**config.mk**
```make
export PLATFORM = sky130hd
export DESIGN_NAME = ddrpd_ctrl
export DESIGN_NICKNAME = d
export VERILOG_FILES = /design/src/hw/ddrpd_pkg.sv /design/src/hw/ddrpd_ctrl.sv /design/src/hw/ddrpd_sync.sv
export SDC_FILE = /design/constraint.sdc
export NUM_CORES = 1
export LEC_CHECK = 0
export BUFFER_PORTS_ARGS = -buffer_cell sky130_fd_sc_hd__buf_2
export CAP_MARGIN = 20
export CORE_UTILIZATION = 55
export CTS_CLUSTER_DIAMETER = 50
export DETAILED_ROUTE_END_ITERATION = 7
export PLACE_DENSITY = 0.86
export SETUP_SLACK_MARGIN = 0.02
export SKIP_CTS_REPAIR_TIMING = 1
export SYNTH_ARGS = -nofsm -noshare
export SYNTH_HDL_FRONTEND = slang
export SYNTH_HIERARCHICAL = 1
export SYNTH_SLANG_ARGS = --single-unit
```
**constraint.sdc**
```tcl
create_clock -name pclk -period 5 [get_ports pclk]
set_input_delay 0.5 -clock pclk [delete_from_list [all_inputs] [get_ports pclk]]
set_output_delay 0.5 -clock pclk [all_outputs]
set_load 0.05 [all_outputs]
```
**src/hw/ddrpd_pkg.sv**
```systemverilog
// shared constants for the power-down and termination control block
package ddrpd_pkg;
	// ------------------------------------------------------------
	// register map (byte addresses)
	// ------------------------------------------------------------
	localparam logic [7:0] ADDR_CFG = 8'h00;
	localparam logic [7:0] ADDR_TIM = 8'h04;
	localparam logic [7:0] ADDR_STAT = 8'h08;
	// ------------------------------------------------------------
	// configuration field positions
	// ------------------------------------------------------------
	localparam int CFG_ASR = 0;
	localparam int CFG_SRT = 1;
	localparam int CFG_FAST = 2;
	localparam int CFG_NOM_LO = 3;
	localparam int CFG_WRT_LO = 6;
	localparam int CFG_CWL_LO = 8;
	localparam int CFG_AL_LO = 12;
	localparam int CFG_W = 16;
	localparam logic [15:0] CFG_RST = 16'h0500;
	// timing register: entry hold [7:0], exit [15:8], loop exit [31:16]
	localparam int TIM_EXIT_LO = 8;
	localparam int TIM_LOOP_LO = 16;
	localparam logic [31:0] TIM_RST = 32'h0200_0302;
	// ------------------------------------------------------------
	// encodings
	// ------------------------------------------------------------
	localparam logic [3:0] CMD_NOP = 4'h7;
	localparam logic [2:0] NOM_OFF = 3'h0;
	localparam logic [2:0] NOM_RSV_LO = 3'h6;
	localparam logic [1:0] WRT_OFF = 2'h0;
	localparam logic [1:0] RATE_NORMAL = 2'h0;
	localparam logic [1:0] RATE_DOUBLE = 2'h1;
	localparam logic [1:0] RATE_ADAPT = 2'h2;
	localparam logic [4:0] TERM_LAT_SUB = 5'h02;
	localparam int TERM_HIST_W = 32;
	localparam int SYNC_W = 6;
endpackage

```
**src/hw/ddrpd_ctrl.sv**
```systemverilog
// power-down state, loop and termination control with apb registers
`timescale 1ns/1ps
`default_nettype none
module ddrpd_ctrl (
	input wire logic pclk,
	input wire logic presetn,
	input wire logic psel,
	input wire logic penable,
	input wire logic pwrite,
	input wire logic [7:0] paddr,
	input wire logic [31:0] pwdata,
	output logic [31:0] prdata,
	output logic pready,
	output logic pslverr,
	input wire logic mem_cke,
	input wire logic [3:0] mem_cmd,
	input wire logic termination_ctl_pin,
	input wire logic mem_reset_n,
	input wire logic any_bank_open,
	input wire logic cmd_busy,
	input wire logic loop_locked,
	input wire logic self_refresh,
	input wire logic read_active,
	input wire logic write_active,
	output logic io_buffers_en,
	output logic loop_enable,
	output logic cmd_accept,
	output logic locked_cmd_accept,
	output logic term_enable,
	output logic [2:0] term_value,
	output logic term_async,
	output logic [1:0] selfrefresh_rate,
	output logic in_reset
);
	typedef enum logic [2:0] {
		ST_RESET, ST_ACTIVE, ST_ENTRY, ST_PD_ACT, ST_PD_PRE, ST_EXIT
	} ddrpd_state_t;

	// ------------------------------------------------------------
	// pin synchronisers
	// ------------------------------------------------------------
	logic [ddrpd_pkg::SYNC_W-1:0] pins_s;
	logic cke_s;
	logic [3:0] cmd_s;
	logic pin_s;
	logic nop_s;
	logic [1:0] mrst_q;
	logic mrst_s;

	ddrpd_sync #(.WIDTH(ddrpd_pkg::SYNC_W)) u_sync (
		.pclk(pclk),
		.presetn(presetn),
		.din({mem_cke, mem_cmd, termination_ctl_pin}),
		.dout(pins_s)
	);
	assign cke_s = pins_s[5];
	assign cmd_s = pins_s[4:1];
	assign pin_s = pins_s[0];
	// chip unselect (cs high) counts as a no-op too
	assign nop_s = cmd_s[3] || (cmd_s == ddrpd_pkg::CMD_NOP);

	// memory reset clears at once, releases through two flops
	always_ff @(posedge pclk or negedge mem_reset_n) begin
		if (!mem_reset_n) begin
			mrst_q <= 2'h0;
		end else begin
			mrst_q <= {mrst_q[0], 1'b1};
		end
	end
	assign mrst_s = mrst_q[1];

	// ------------------------------------------------------------
	// apb registers
	// ------------------------------------------------------------
	logic [ddrpd_pkg::CFG_W-1:0] cfg;
	logic [31:0] tim;
	logic [31:0] status;
	logic cfg_asr, cfg_srt, cfg_fast;
	logic [2:0] cfg_nom;
	logic [1:0] cfg_wrt;
	logic [3:0] cfg_cwl;
	logic [3:0] cfg_al;
	logic cfg_illegal, wr_acc, setup, mapped;
	ddrpd_state_t state, next_state;

	assign cfg_asr = cfg[ddrpd_pkg::CFG_ASR];
	assign cfg_srt = cfg[ddrpd_pkg::CFG_SRT];
	assign cfg_fast = cfg[ddrpd_pkg::CFG_FAST];
	assign cfg_nom = cfg[ddrpd_pkg::CFG_NOM_LO +: 3];
	assign cfg_wrt = cfg[ddrpd_pkg::CFG_WRT_LO +: 2];
	assign cfg_cwl = cfg[ddrpd_pkg::CFG_CWL_LO +: 4];
	assign cfg_al = cfg[ddrpd_pkg::CFG_AL_LO +: 4];
	// software may still program these; the block flags and tolerates them
	assign cfg_illegal = (cfg_asr && cfg_srt) ||
		(cfg_nom >= ddrpd_pkg::NOM_RSV_LO);
	assign setup = psel && !penable;
	assign wr_acc = psel && penable && pready && pwrite;
	assign mapped = (paddr == ddrpd_pkg::ADDR_CFG) ||
		(paddr == ddrpd_pkg::ADDR_TIM) || (paddr == ddrpd_pkg::ADDR_STAT);
	assign status = {24'h0, !mrst_s, cfg_illegal, term_async, term_enable,
		loop_enable, state};

	always_ff @(posedge pclk or negedge presetn) begin
		if (!presetn) begin
			cfg <= ddrpd_pkg::CFG_RST;
			tim <= ddrpd_pkg::TIM_RST;
		end else if (wr_acc && paddr == ddrpd_pkg::ADDR_CFG) begin
			cfg <= pwdata[ddrpd_pkg::CFG_W-1:0];
		end else if (wr_acc && paddr == ddrpd_pkg::ADDR_TIM) begin
			tim <= pwdata;
		end
	end

	// read data and error are settled in the setup cycle
	always_ff @(posedge pclk or negedge presetn) begin
		if (!presetn) begin
			prdata <= 32'h0;
			pslverr <= 1'b0;
			pready <= 1'b0;
		end else begin
			pready <= 1'b1;
			if (setup) begin
				pslverr <= !mapped;
				case (paddr)
					ddrpd_pkg::ADDR_CFG: prdata <= {16'h0, cfg};
					ddrpd_pkg::ADDR_TIM: prdata <= tim;
					ddrpd_pkg::ADDR_STAT: prdata <= status;
					default: prdata <= 32'h0;
				endcase
			end
		end
	end

	// ------------------------------------------------------------
	// power-down state machine
	// ------------------------------------------------------------
	logic [7:0] cnt;
	logic [15:0] loop_cnt;
	logic slow_exit;

	always_comb begin
		next_state = state;
		case (state)
			ST_RESET: if (mrst_s) next_state = ST_ACTIVE;
			ST_ACTIVE: if (!cke_s && nop_s) next_state = ST_ENTRY;
			ST_ENTRY: begin
				if (cke_s && nop_s) begin
					next_state = ST_EXIT;
				end else if (cnt == 8'h0 && !cmd_busy) begin
					// settle once in-progress work is done
					next_state = any_bank_open ? ST_PD_ACT : ST_PD_PRE;
				end
			end
			ST_PD_ACT, ST_PD_PRE: if (cke_s && nop_s) next_state = ST_EXIT;
			ST_EXIT: if (cnt == 8'h0) next_state = ST_ACTIVE;
			default: next_state = ST_RESET;
		endcase
		if (!mrst_s) next_state = ST_RESET;
	end

	always_ff @(posedge pclk or negedge presetn) begin
		if (!presetn) state <= ST_RESET;
		else state <= next_state;
	end

	// entry hold and exit latency share one down-counter
	always_ff @(posedge pclk or negedge presetn) begin
		if (!presetn) begin
			cnt <= 8'h0;
		end else if (next_state == ST_ENTRY && state != ST_ENTRY) begin
			cnt <= tim[7:0];
		end else if (next_state == ST_EXIT && state != ST_EXIT) begin
			cnt <= tim[ddrpd_pkg::TIM_EXIT_LO +: 8];
		end else if (cnt != 8'h0) begin
			cnt <= cnt - 8'h1;
		end
	end

	// slow exit also arms the longer loop relock count
	always_ff @(posedge pclk or negedge presetn) begin
		if (!presetn) begin
			slow_exit <= 1'b0;
			loop_cnt <= 16'h0;
		end else if (next_state == ST_RESET) begin
			slow_exit <= 1'b0;
			loop_cnt <= 16'h0;
		end else if (state == ST_PD_PRE && next_state == ST_EXIT && !cfg_fast) begin
			slow_exit <= 1'b1;
			loop_cnt <= tim[ddrpd_pkg::TIM_LOOP_LO +: 16];
		end else if (loop_cnt != 16'h0) begin
			loop_cnt <= loop_cnt - 16'h1;
		end else begin
			slow_exit <= 1'b0;
		end
	end

	// ------------------------------------------------------------
	// buffers, loop and command readiness
	// ------------------------------------------------------------
	logic next_in_pd, next_loop;
	assign next_in_pd = (next_state == ST_PD_ACT) || (next_state == ST_PD_PRE);
	// loop stays on in active power-down and in fast-exit precharge
	assign next_loop = (next_state != ST_RESET) &&
		!(next_state == ST_PD_PRE && !cfg_fast);

	always_ff @(posedge pclk or negedge presetn) begin
		if (!presetn) begin
			io_buffers_en <= 1'b0;
			loop_enable <= 1'b0;
			cmd_accept <= 1'b0;
			locked_cmd_accept <= 1'b0;
			in_reset <= 1'b1;
		end else begin
			io_buffers_en <= !next_in_pd && next_state != ST_RESET;
			loop_enable <= next_loop;
			cmd_accept <= next_state == ST_ACTIVE;
			locked_cmd_accept <= next_state == ST_ACTIVE &&
				!(slow_exit && loop_cnt > 16'h1);
			in_reset <= next_state == ST_RESET;
		end
	end

	// ------------------------------------------------------------
	// self-refresh rate selection
	// ------------------------------------------------------------
	always_ff @(posedge pclk or negedge presetn) begin
		if (!presetn) begin
			selfrefresh_rate <= ddrpd_pkg::RATE_NORMAL;
		end else if (cfg_srt && !cfg_asr) begin
			selfrefresh_rate <= ddrpd_pkg::RATE_DOUBLE;
		end else if (cfg_asr && !cfg_srt) begin
			selfrefresh_rate <= ddrpd_pkg::RATE_ADAPT;
		end else begin
			// illegal pair falls back to the safe normal range
			selfrefresh_rate <= ddrpd_pkg::RATE_NORMAL;
		end
	end

	// ------------------------------------------------------------
	// termination
	// ------------------------------------------------------------
	logic [ddrpd_pkg::TERM_HIST_W-1:0] pin_hist, pin_tap;
	logic [4:0] term_lat, lat_sum;
	logic term_req, next_async, term_disabled, next_term;

	assign lat_sum = {1'b0, cfg_cwl} + {1'b0, cfg_al};
	// latencies below two clamp to zero delay
	assign term_lat = (lat_sum > ddrpd_pkg::TERM_LAT_SUB) ?
		lat_sum - ddrpd_pkg::TERM_LAT_SUB : 5'h0;
	assign next_async = (next_state == ST_PD_PRE && !cfg_fast) ||
		!loop_locked;
	// tap 0 is the synced pin itself, so zero latency adds no clock
	assign pin_tap = {pin_hist[ddrpd_pkg::TERM_HIST_W-2:0], pin_s};
	assign term_req = next_async ? pin_s : pin_tap[term_lat];
	// reserved nominal codes are treated as termination off
	assign term_disabled = (cfg_nom == ddrpd_pkg::NOM_OFF ||
		cfg_nom >= ddrpd_pkg::NOM_RSV_LO) && cfg_wrt == ddrpd_pkg::WRT_OFF;
	assign next_term = term_req && !term_disabled && !self_refresh &&
		!read_active && next_loop && next_state != ST_RESET;

	// index 0 is the pin as just sampled
	always_ff @(posedge pclk or negedge presetn) begin
		if (!presetn) begin
			pin_hist <= '0;
		end else begin
			pin_hist <= {pin_hist[ddrpd_pkg::TERM_HIST_W-2:0], pin_s};
		end
	end

	always_ff @(posedge pclk or negedge presetn) begin
		if (!presetn) begin
			term_enable <= 1'b0;
			term_async <= 1'b0;
			term_value <= ddrpd_pkg::NOM_OFF;
		end else begin
			term_enable <= next_term;
			term_async <= next_async;
			if (write_active && cfg_wrt != ddrpd_pkg::WRT_OFF) begin
				term_value <= {1'b1, cfg_wrt};
			end else if (cfg_nom >= ddrpd_pkg::NOM_RSV_LO) begin
				term_value <= ddrpd_pkg::NOM_OFF;
			end else begin
				term_value <= cfg_nom;
			end
		end
	end
endmodule
`default_nettype wire

```
**src/hw/ddrpd_sync.sv**
```systemverilog
// two-flop synchroniser for a group of pin inputs
`timescale 1ns/1ps
`default_nettype none
module ddrpd_sync #(
	parameter int WIDTH = 1
) (
	input wire logic pclk,
	input wire logic presetn,
	input wire logic [WIDTH-1:0] din,
	output logic [WIDTH-1:0] dout
);
	// ------------------------------------------------------------
	// one synchroniser per bit
	// ------------------------------------------------------------
	genvar i;
	generate
		for (i = 0; i < WIDTH; i++) begin : g_bit
			logic meta;
			always_ff @(posedge pclk or negedge presetn) begin
				if (!presetn) begin
					meta <= 1'b0;
					dout[i] <= 1'b0;
				end else begin
					meta <= din[i];
					dout[i] <= meta;
				end
			end
		end
	endgenerate
endmodule
`default_nettype wire

```
==> impl_metrics.env, run 1 <==
export IMPL_status="complete, no violations"
export IMPL_critical_path_arrival_ps=4480
export IMPL_min_period_ps=4125
export IMPL_synth_top_family_by_area="multiplexers"
export IMPL_path_cells="ha_1, inv_1, fa_1, ha_1, or4b_2, a21o_1, and2_1, nand3b_1, nor2_1, o311a_1, o311a_1, a21oi_1"
export IMPL_layout_setup_ws_ps=874.7
export IMPL_core_um2=12720
export IMPL_areaGrowthSynthToFinish_pct=18.08
export IMPL_synthMuxAreaShare_pct=12.57
export IMPL_holdWs_ps=173.1
export IMPL_fin_skew_ps=10.09
export IMPL_die_w_um=116.8
export IMPL_slew_headroom_pct=45.61
export IMPL_synth_compound_area_share_pct=11.81
export IMPL_synth_adder_area_share_pct=1.656
export IMPL_fin_tns_setup_ps=0
export IMPL_routed_wl_um=15960
export IMPL_crit_family="adder cells"
export IMPL_gr_total_overflow=0
export IMPL_leakagePower_uw=0.004293
export IMPL_crit_path_end_kind="flip-flop"
export IMPL_clk_latency_ps=430
export IMPL_first_iter_violations=393
export IMPL_max_freq_mhz=242.4
export IMPL_viasPerCell=5.817
export IMPL_netlist_area_um2=7254
export IMPL_grt_pass1_wl_um=25120
export IMPL_synth_yosys_seq_area_share_pct=57.73
export IMPL_yosys_area_top_type_share_pct=55.19
export IMPL_rsz0062_at_grt="no"
export IMPL_clockBufferDepth=2
export IMPL_path_class="reg2reg"
export IMPL_clk_pin_slew_worst_paths_ps=70
export IMPL_maxCapViolCount=0
export IMPL_diodes=0
export IMPL_critPathLaunchType="flip-flop"
export IMPL_dieArea_um2=13650
export IMPL_synth_top_cells_by_area="dfrtp_1 (55%), mux2_2 (7.6%), mux2i_1 (5.0%)"
export IMPL_synth_seq_cells=167
export IMPL_synth_largest_area_cell="dfrtp_1"
export IMPL_ys_types=57
export IMPL_port_buffer_count=103
export IMPL_track_usage_pct=24.73
export IMPL_critPathMaxFanout=14
export IMPL_gp_congestion=0.8769
export IMPL_cp_required_ps=5350
export IMPL_worst_pin_slew_ps=815.8
export IMPL_grt_max_degree=119
export IMPL_initial_utilization_pct=57.02
export IMPL_cp_slowest_cell="fa_1"
export IMPL_drive_above_1_share_pct=30.04
export IMPL_setup_violations=0
export IMPL_ios=104
export IMPL_dp_hpwl_um=11100
export IMPL_drc=0
export IMPL_syn_inst=605
export IMPL_hold_viol_final=0
export IMPL_crit_buf_inv=1
export IMPL_p_per_area_nw_per_um2=427.7
export IMPL_synth_xor_area_share_pct=2.777
export IMPL_synth_edf_count=0
export IMPL_synthSimpleGateAreaFrac_pct=10.93
export IMPL_synth_async_reset_ratio_pct=100.0
export IMPL_fin_nets=773
export IMPL_cts_root_buf="clkbuf_16"
export IMPL_die_y_um=116.8
export IMPL_fin_crit_sh_pct=82.51
export IMPL_slew_violations=0
export IMPL_wl_per_cell_um=17.91
export IMPL_num_rows=41
export IMPL_syn_avg_cell_area_um2=11.99
export IMPL_cpPeakStageDelay_ps=770
export IMPL_hold_path_class="in2reg"
export IMPL_cts_num_sinks=167
export IMPL_synth_top_flop_cell="dfrtp_1"
export IMPL_place_ws_ps=989.4
export IMPL_antenna_left=0
export IMPL_numCtsBuffers=17
export IMPL_cts_tree="done"
export IMPL_ir_drop_mv=0.2389
export IMPL_yosysWarnings=6
export IMPL_grt_pass1_vias=5085
export IMPL_first_pass_iters=5
export IMPL_cts_max_level=4
export IMPL_grt_antenna_before_repair=0
export IMPL_vias=5183
flip-flops by register name (all words and copies together), names as in the netlist, 2 cells and up:
name,count
cfg,16
cnt,8
loop_cnt,16
mrst_q,2
pin_hist,31
prdata,32
selfrefresh_rate,2
state,3
term_value,3
tim,32
u_sync/dout,6
u_sync/g_bit.meta,6
metrics by stage:
| stage | util, % | cell area, um2 | cells | total power (uW) |
|---|---|---|---|---|
| final | 67.33 | 8566 | 891 | 3664 |
| after detailed placement | 62.15 | 7906 | 856 | 2331 |
| after CTS | 66.96 | 8518 | 888 | 3678 |
| after global routing | 67.33 | 8566 | 891 | 3836 |
| after global placement | 62.15 | 7906 | 856 | 2291 |
| after floorplan | - | 7258 | 606 | 2158 |
Yosys cell counts (2+ instances only):
cell type    n
nand3_1      6
nor2_1      54
a22o_1      17
inv_1       16
o21ai_0     27
nand3b_1     2
and2_1       4
dfrtp_1    160
a311oi_1     2
buf_2        2
ha_1         8
mux2i_1     36
a211oi_2    10
nand2b_1     5
nor3b_1      2
nor2b_1      7
a211oi_1     8
dfstp_2      7
nor4_1       9
xor2_1       6
a21o_1       5
nand4_1      2
buf_1        7
nand4b_1     2
or4_1        4
nor3_1       9
a31oi_1      4
o311a_1      2
a21oi_1     28
o31ai_1      2
o211ai_1     3
o221ai_1     2
mux2_2      49
clkbuf_1    19
or3_1        5
nand2_1     37
xnor2_1     17
power by group:
group          total [uW]  internal (uW)  switching, uW
registers            1590           1470            113
clock network        1340            778            562
logic                 738            329            408
total                3660           2580           1080
cell usage in the layout (no fill, tap or decap), drive strengths merged, types with 3 or more instances in the layout:
cell type / count
dfrtp: 160
buf: 108
nor2: 56
mux2: 49
nand2: 37
mux2i: 36
a21oi: 28
o21ai: 27
inv: 22
clkbuf: 19
a211oi: 18
a22o: 17
xnor2: 17
nor4: 10
nor3: 9
ha: 8
nor2b: 7
dfstp: 7
nand3: 6
xor2: 6
a21o: 5
or3: 5
nand2b: 5
or4: 5
and2: 4
a31oi: 4
o211ai: 4
clkinv: 4
nand4b: 3
cell type report:
cell class | count | area (um2)
clock buffer | 19 | 452.9
clock inverter | 13 | 158.9
fill | 944 | 4156
inverter | 16 | 60.06
multi-input combinational | 394 | 2892
sequential | 167 | 4188
tap | 172 | 215.2
timing repair buffer | 110 | 599.3
per-layer routing:
layer | vias to the layer above | track usage (%) | part of all wire [%] | routed length (um)
met2 | 185 | 42.49 | 52 | 8315
li1 | 2365 | - | - | -
met3 | 35 | 5.819 | 4.9 | 782
met4 | 0 | 9.705 | 2.2 | 352
met5 | - | 0 | 0 | 0
met1 | 2598 | 30.38 | 41 | 6506
cells by family after synthesis:
kind of cell               count (synthesis)
buffers and inverters                     45
other                                      1
AOI/OAI and AO/OA                        120
and+or+nand+nor                          155
adders and majority gates                  9
muxes                                     85
DFF                                      167
xor gates and xnor gates                  23
worst paths after layout:
kind                                                 from                              to  slack (ps)  cells past startpoint
setup reg to reg                       cfg[8]$_DFFE_PN1P_           term_enable$_DFF_PN0_         870                     12
max in group asynchronous                         presetn   selfrefresh_rate[0]$_DFF_PN0_        3150                      4
setup / recovery                       cfg[8]$_DFFE_PN1P_           term_enable$_DFF_PN0_         870                     12
hold reg to reg            u_sync/g_bit[2].meta$_DFF_PN0_        u_sync/dout[2]$_DFF_PN0_         350                      0
hold / removal                        termination_ctl_pin  u_sync/g_bit[0].meta$_DFF_PN0_         170                      1
min in group asynchronous                     mem_reset_n             mrst_q[0]$_DFF_PN0_         390                      2
(Power assumes the default switching activity.)
==> run 2: changes to the inputs <==
--- a/config.mk
+++ b/config.mk
@@ -7,10 +7,10 @@
 export LEC_CHECK = 0
 export BUFFER_PORTS_ARGS = -buffer_cell sky130_fd_sc_hd__buf_2
 export CAP_MARGIN = 20
-export CORE_UTILIZATION = 55
+export CORE_UTILIZATION = 52
 export CTS_CLUSTER_DIAMETER = 50
 export DETAILED_ROUTE_END_ITERATION = 7
-export PLACE_DENSITY = 0.86
+export PLACE_DENSITY = 0.85
 export SETUP_SLACK_MARGIN = 0.02
 export SKIP_CTS_REPAIR_TIMING = 1
 export SYNTH_ARGS = -nofsm -noshare
==> constraint.sdc (replaced) <==
create_clock -name pclk -period 3.4 [get_ports pclk]
set_input_delay 0.34 -clock pclk [delete_from_list [all_inputs] [get_ports pclk]]
set_output_delay 0.34 -clock pclk [all_outputs]
set_load 0.05 [all_outputs]
==> run 2 against run 1 <==
Non-clock buffer count grew 11. Hold slack got worse by 150 ps. Sequential cell count is the same. Critical path depth is 1 higher. Sequential share of layout area shrank 0.86 points. Register-to-register slack got worse by 770 ps. Count of clock-buffer cells in the layout rose by 5. Setup slack got worse by 770 ps. Cell count rose by 1.7%.
==> impl_metrics.env, run 2 (synthesis results as in run 1) <==
export IMPL_grt_antenna_before_repair=0
export IMPL_num_rows=42
export IMPL_cts_tree="done"
export IMPL_drc=0
export IMPL_critical_path_arrival_ps=3650
export IMPL_cts_max_level=4
export IMPL_hold_viol_final=0
export IMPL_grt_max_degree=79
export IMPL_numCtsBuffers=17
export IMPL_gr_total_overflow=0
export IMPL_viasPerCell=5.728
export IMPL_finalNonFillerCells=906
export IMPL_fin_nets=784
export IMPL_grt_pass1_wl_um=26630
export IMPL_die_w_um=120.1
export IMPL_layout_commonest_cell="dfrtp_1"
export IMPL_fillers=1016
export IMPL_path_class="reg2reg"
export IMPL_fin_skew_ps=6.167
export IMPL_status="complete, no violations"
export IMPL_fin_tns_setup_ps=0
export IMPL_antenna_left=0
export IMPL_min_period_ps=3293
export IMPL_wl_per_cell_um=18.11
export IMPL_critPathLaunchType="flip-flop"
export IMPL_slew_violations=0
export IMPL_dp_hpwl_um=11920
export IMPL_dp_cells=868
export IMPL_gp_congestion=0.8688
export IMPL_clk_pin_slew_worst_paths_ps=60
export IMPL_vias=5190
export IMPL_holdWs_ps=19.90
export IMPL_cp_required_ps=3750
export IMPL_critPathMaxFanout=5
export IMPL_routed_wl_um=16410
export IMPL_grt_pass1_vias=5305
export IMPL_multi_input_area_um2=2968
export IMPL_cts_num_sinks=167
export IMPL_leakagePower_uw=0.004346
export IMPL_areaGrowthSynthToFinish_pct=20.20
export IMPL_place_ws_ps=-6.833
export IMPL_reg_top3="prdata: 32 flops, tim: 32 flops, pin_hist: 31 flops"
export IMPL_crit_buf_inv=1
export IMPL_drive_above_1_share_pct=31.51
export IMPL_worst_pin_slew_ps=841.7
export IMPL_layout_common_cells="dfrtp_1 (160), buf_2 (102), nor2_1 (54)"
export IMPL_hold_path_class="in2reg"
export IMPL_path_cells="ha_4, inv_1, fa_2, xor2_4, ha_4, or4b_4, a21o_1, and2_4, nand3b_1, nor2_1, o311a_1, o311a_1, a21oi_1"
export IMPL_p_per_area_nw_per_um2=627.1
export IMPL_layout_area_seq_um2=4188
export IMPL_cpPeakStageDelay_ps=550
export IMPL_clk_latency_ps=430
export IMPL_die_y_um=120.1
export IMPL_layout_setup_ws_ps=106.8
export IMPL_cts_root_buf="clkbuf_16"
export IMPL_setup_violations=0
export IMPL_ir_drop_mv=0.3458
export IMPL_diodes=0
export IMPL_maxCapViolCount=0
export IMPL_rsz0062_at_grt="no"
export IMPL_crit_family="compound AO/OA/AOI/OAI gates"
export IMPL_max_freq_mhz=303.7
export IMPL_core_um2=13400
export IMPL_fin_crit_sh_pct=96.86
export IMPL_clockBufferDepth=2
export IMPL_cp_slowest_cell="dfstp_2"
export IMPL_ios=104
export IMPL_first_iter_violations=267
export IMPL_track_usage_pct=24.17
export IMPL_first_pass_iters=5
export IMPL_crit_path_end_kind="flip-flop"
export IMPL_initial_utilization_pct=54.14
export IMPL_port_buffer_count=103
export IMPL_dieArea_um2=14430
export IMPL_slew_headroom_pct=43.89
[run 2: power breakdown]
part	total (uW)	internal, uW	switching [uW]	leakage, uW
sequential	2340	2170	172	0.00216
combinational	1110	496	617	0.00189
clock	2020	1270	748	0.000298
total	5470	3930	1540	0.00435
[run 2: per-stage QoR]
stage / util, % / instance area, um2 / power (uW)
after CTS: 64.39 / 8628 / 5487
after floorplan: - / 7307 / 3177
after global placement: 59.78 / 8010 / 3395
after global routing: 65.07 / 8720 / 5701
final: 65.07 / 8720 / 5468
after detailed placement: 59.78 / 8010 / 3474
[run 2: final timing paths]
kind / start / endpoint / slack (ps) / cells past startpoint
max in group asynchronous: presetn / tim[25]$_DFFE_PN1P_ / 1980 / 3
worst max-delay path: cfg[8]$_DFFE_PN1P_ / term_enable$_DFF_PN0_ / 110 / 13
worst max register to register: cfg[8]$_DFFE_PN1P_ / term_enable$_DFF_PN0_ / 110 / 13
worst min-delay path: mem_cmd[2] / u_sync/g_bit[3].meta$_DFF_PN0_ / 20 / 1
min in group asynchronous: mem_reset_n / mrst_q[0]$_DFF_PN0_ / 230 / 2
worst min register to register: u_sync/g_bit[3].meta$_DFF_PN0_ / u_sync/dout[3]$_DFF_PN0_ / 350 / 0
[run 2: cell type report]
type | count | area share [%]
Multi-Input combinational cell | 394 | 34.04
Timing Repair Buffer | 121 | 7.634
Clock buffer | 24 | 5.410
Clock inverter | 8 | 1.679
Inverter | 16 | 0.6888
Tap cell | 176 | 2.525
Sequential cell | 167 | 48.03
[run 2: metal layers]
metal  track usage [%]  up-vias  share of wire [%]
met4             8.203        0                2.0
li1                  -     2385                  -
met2             42.28      159                 52
met5                 0        -                  0
met3             5.323       29                5.0
met1             29.38     2617                 41
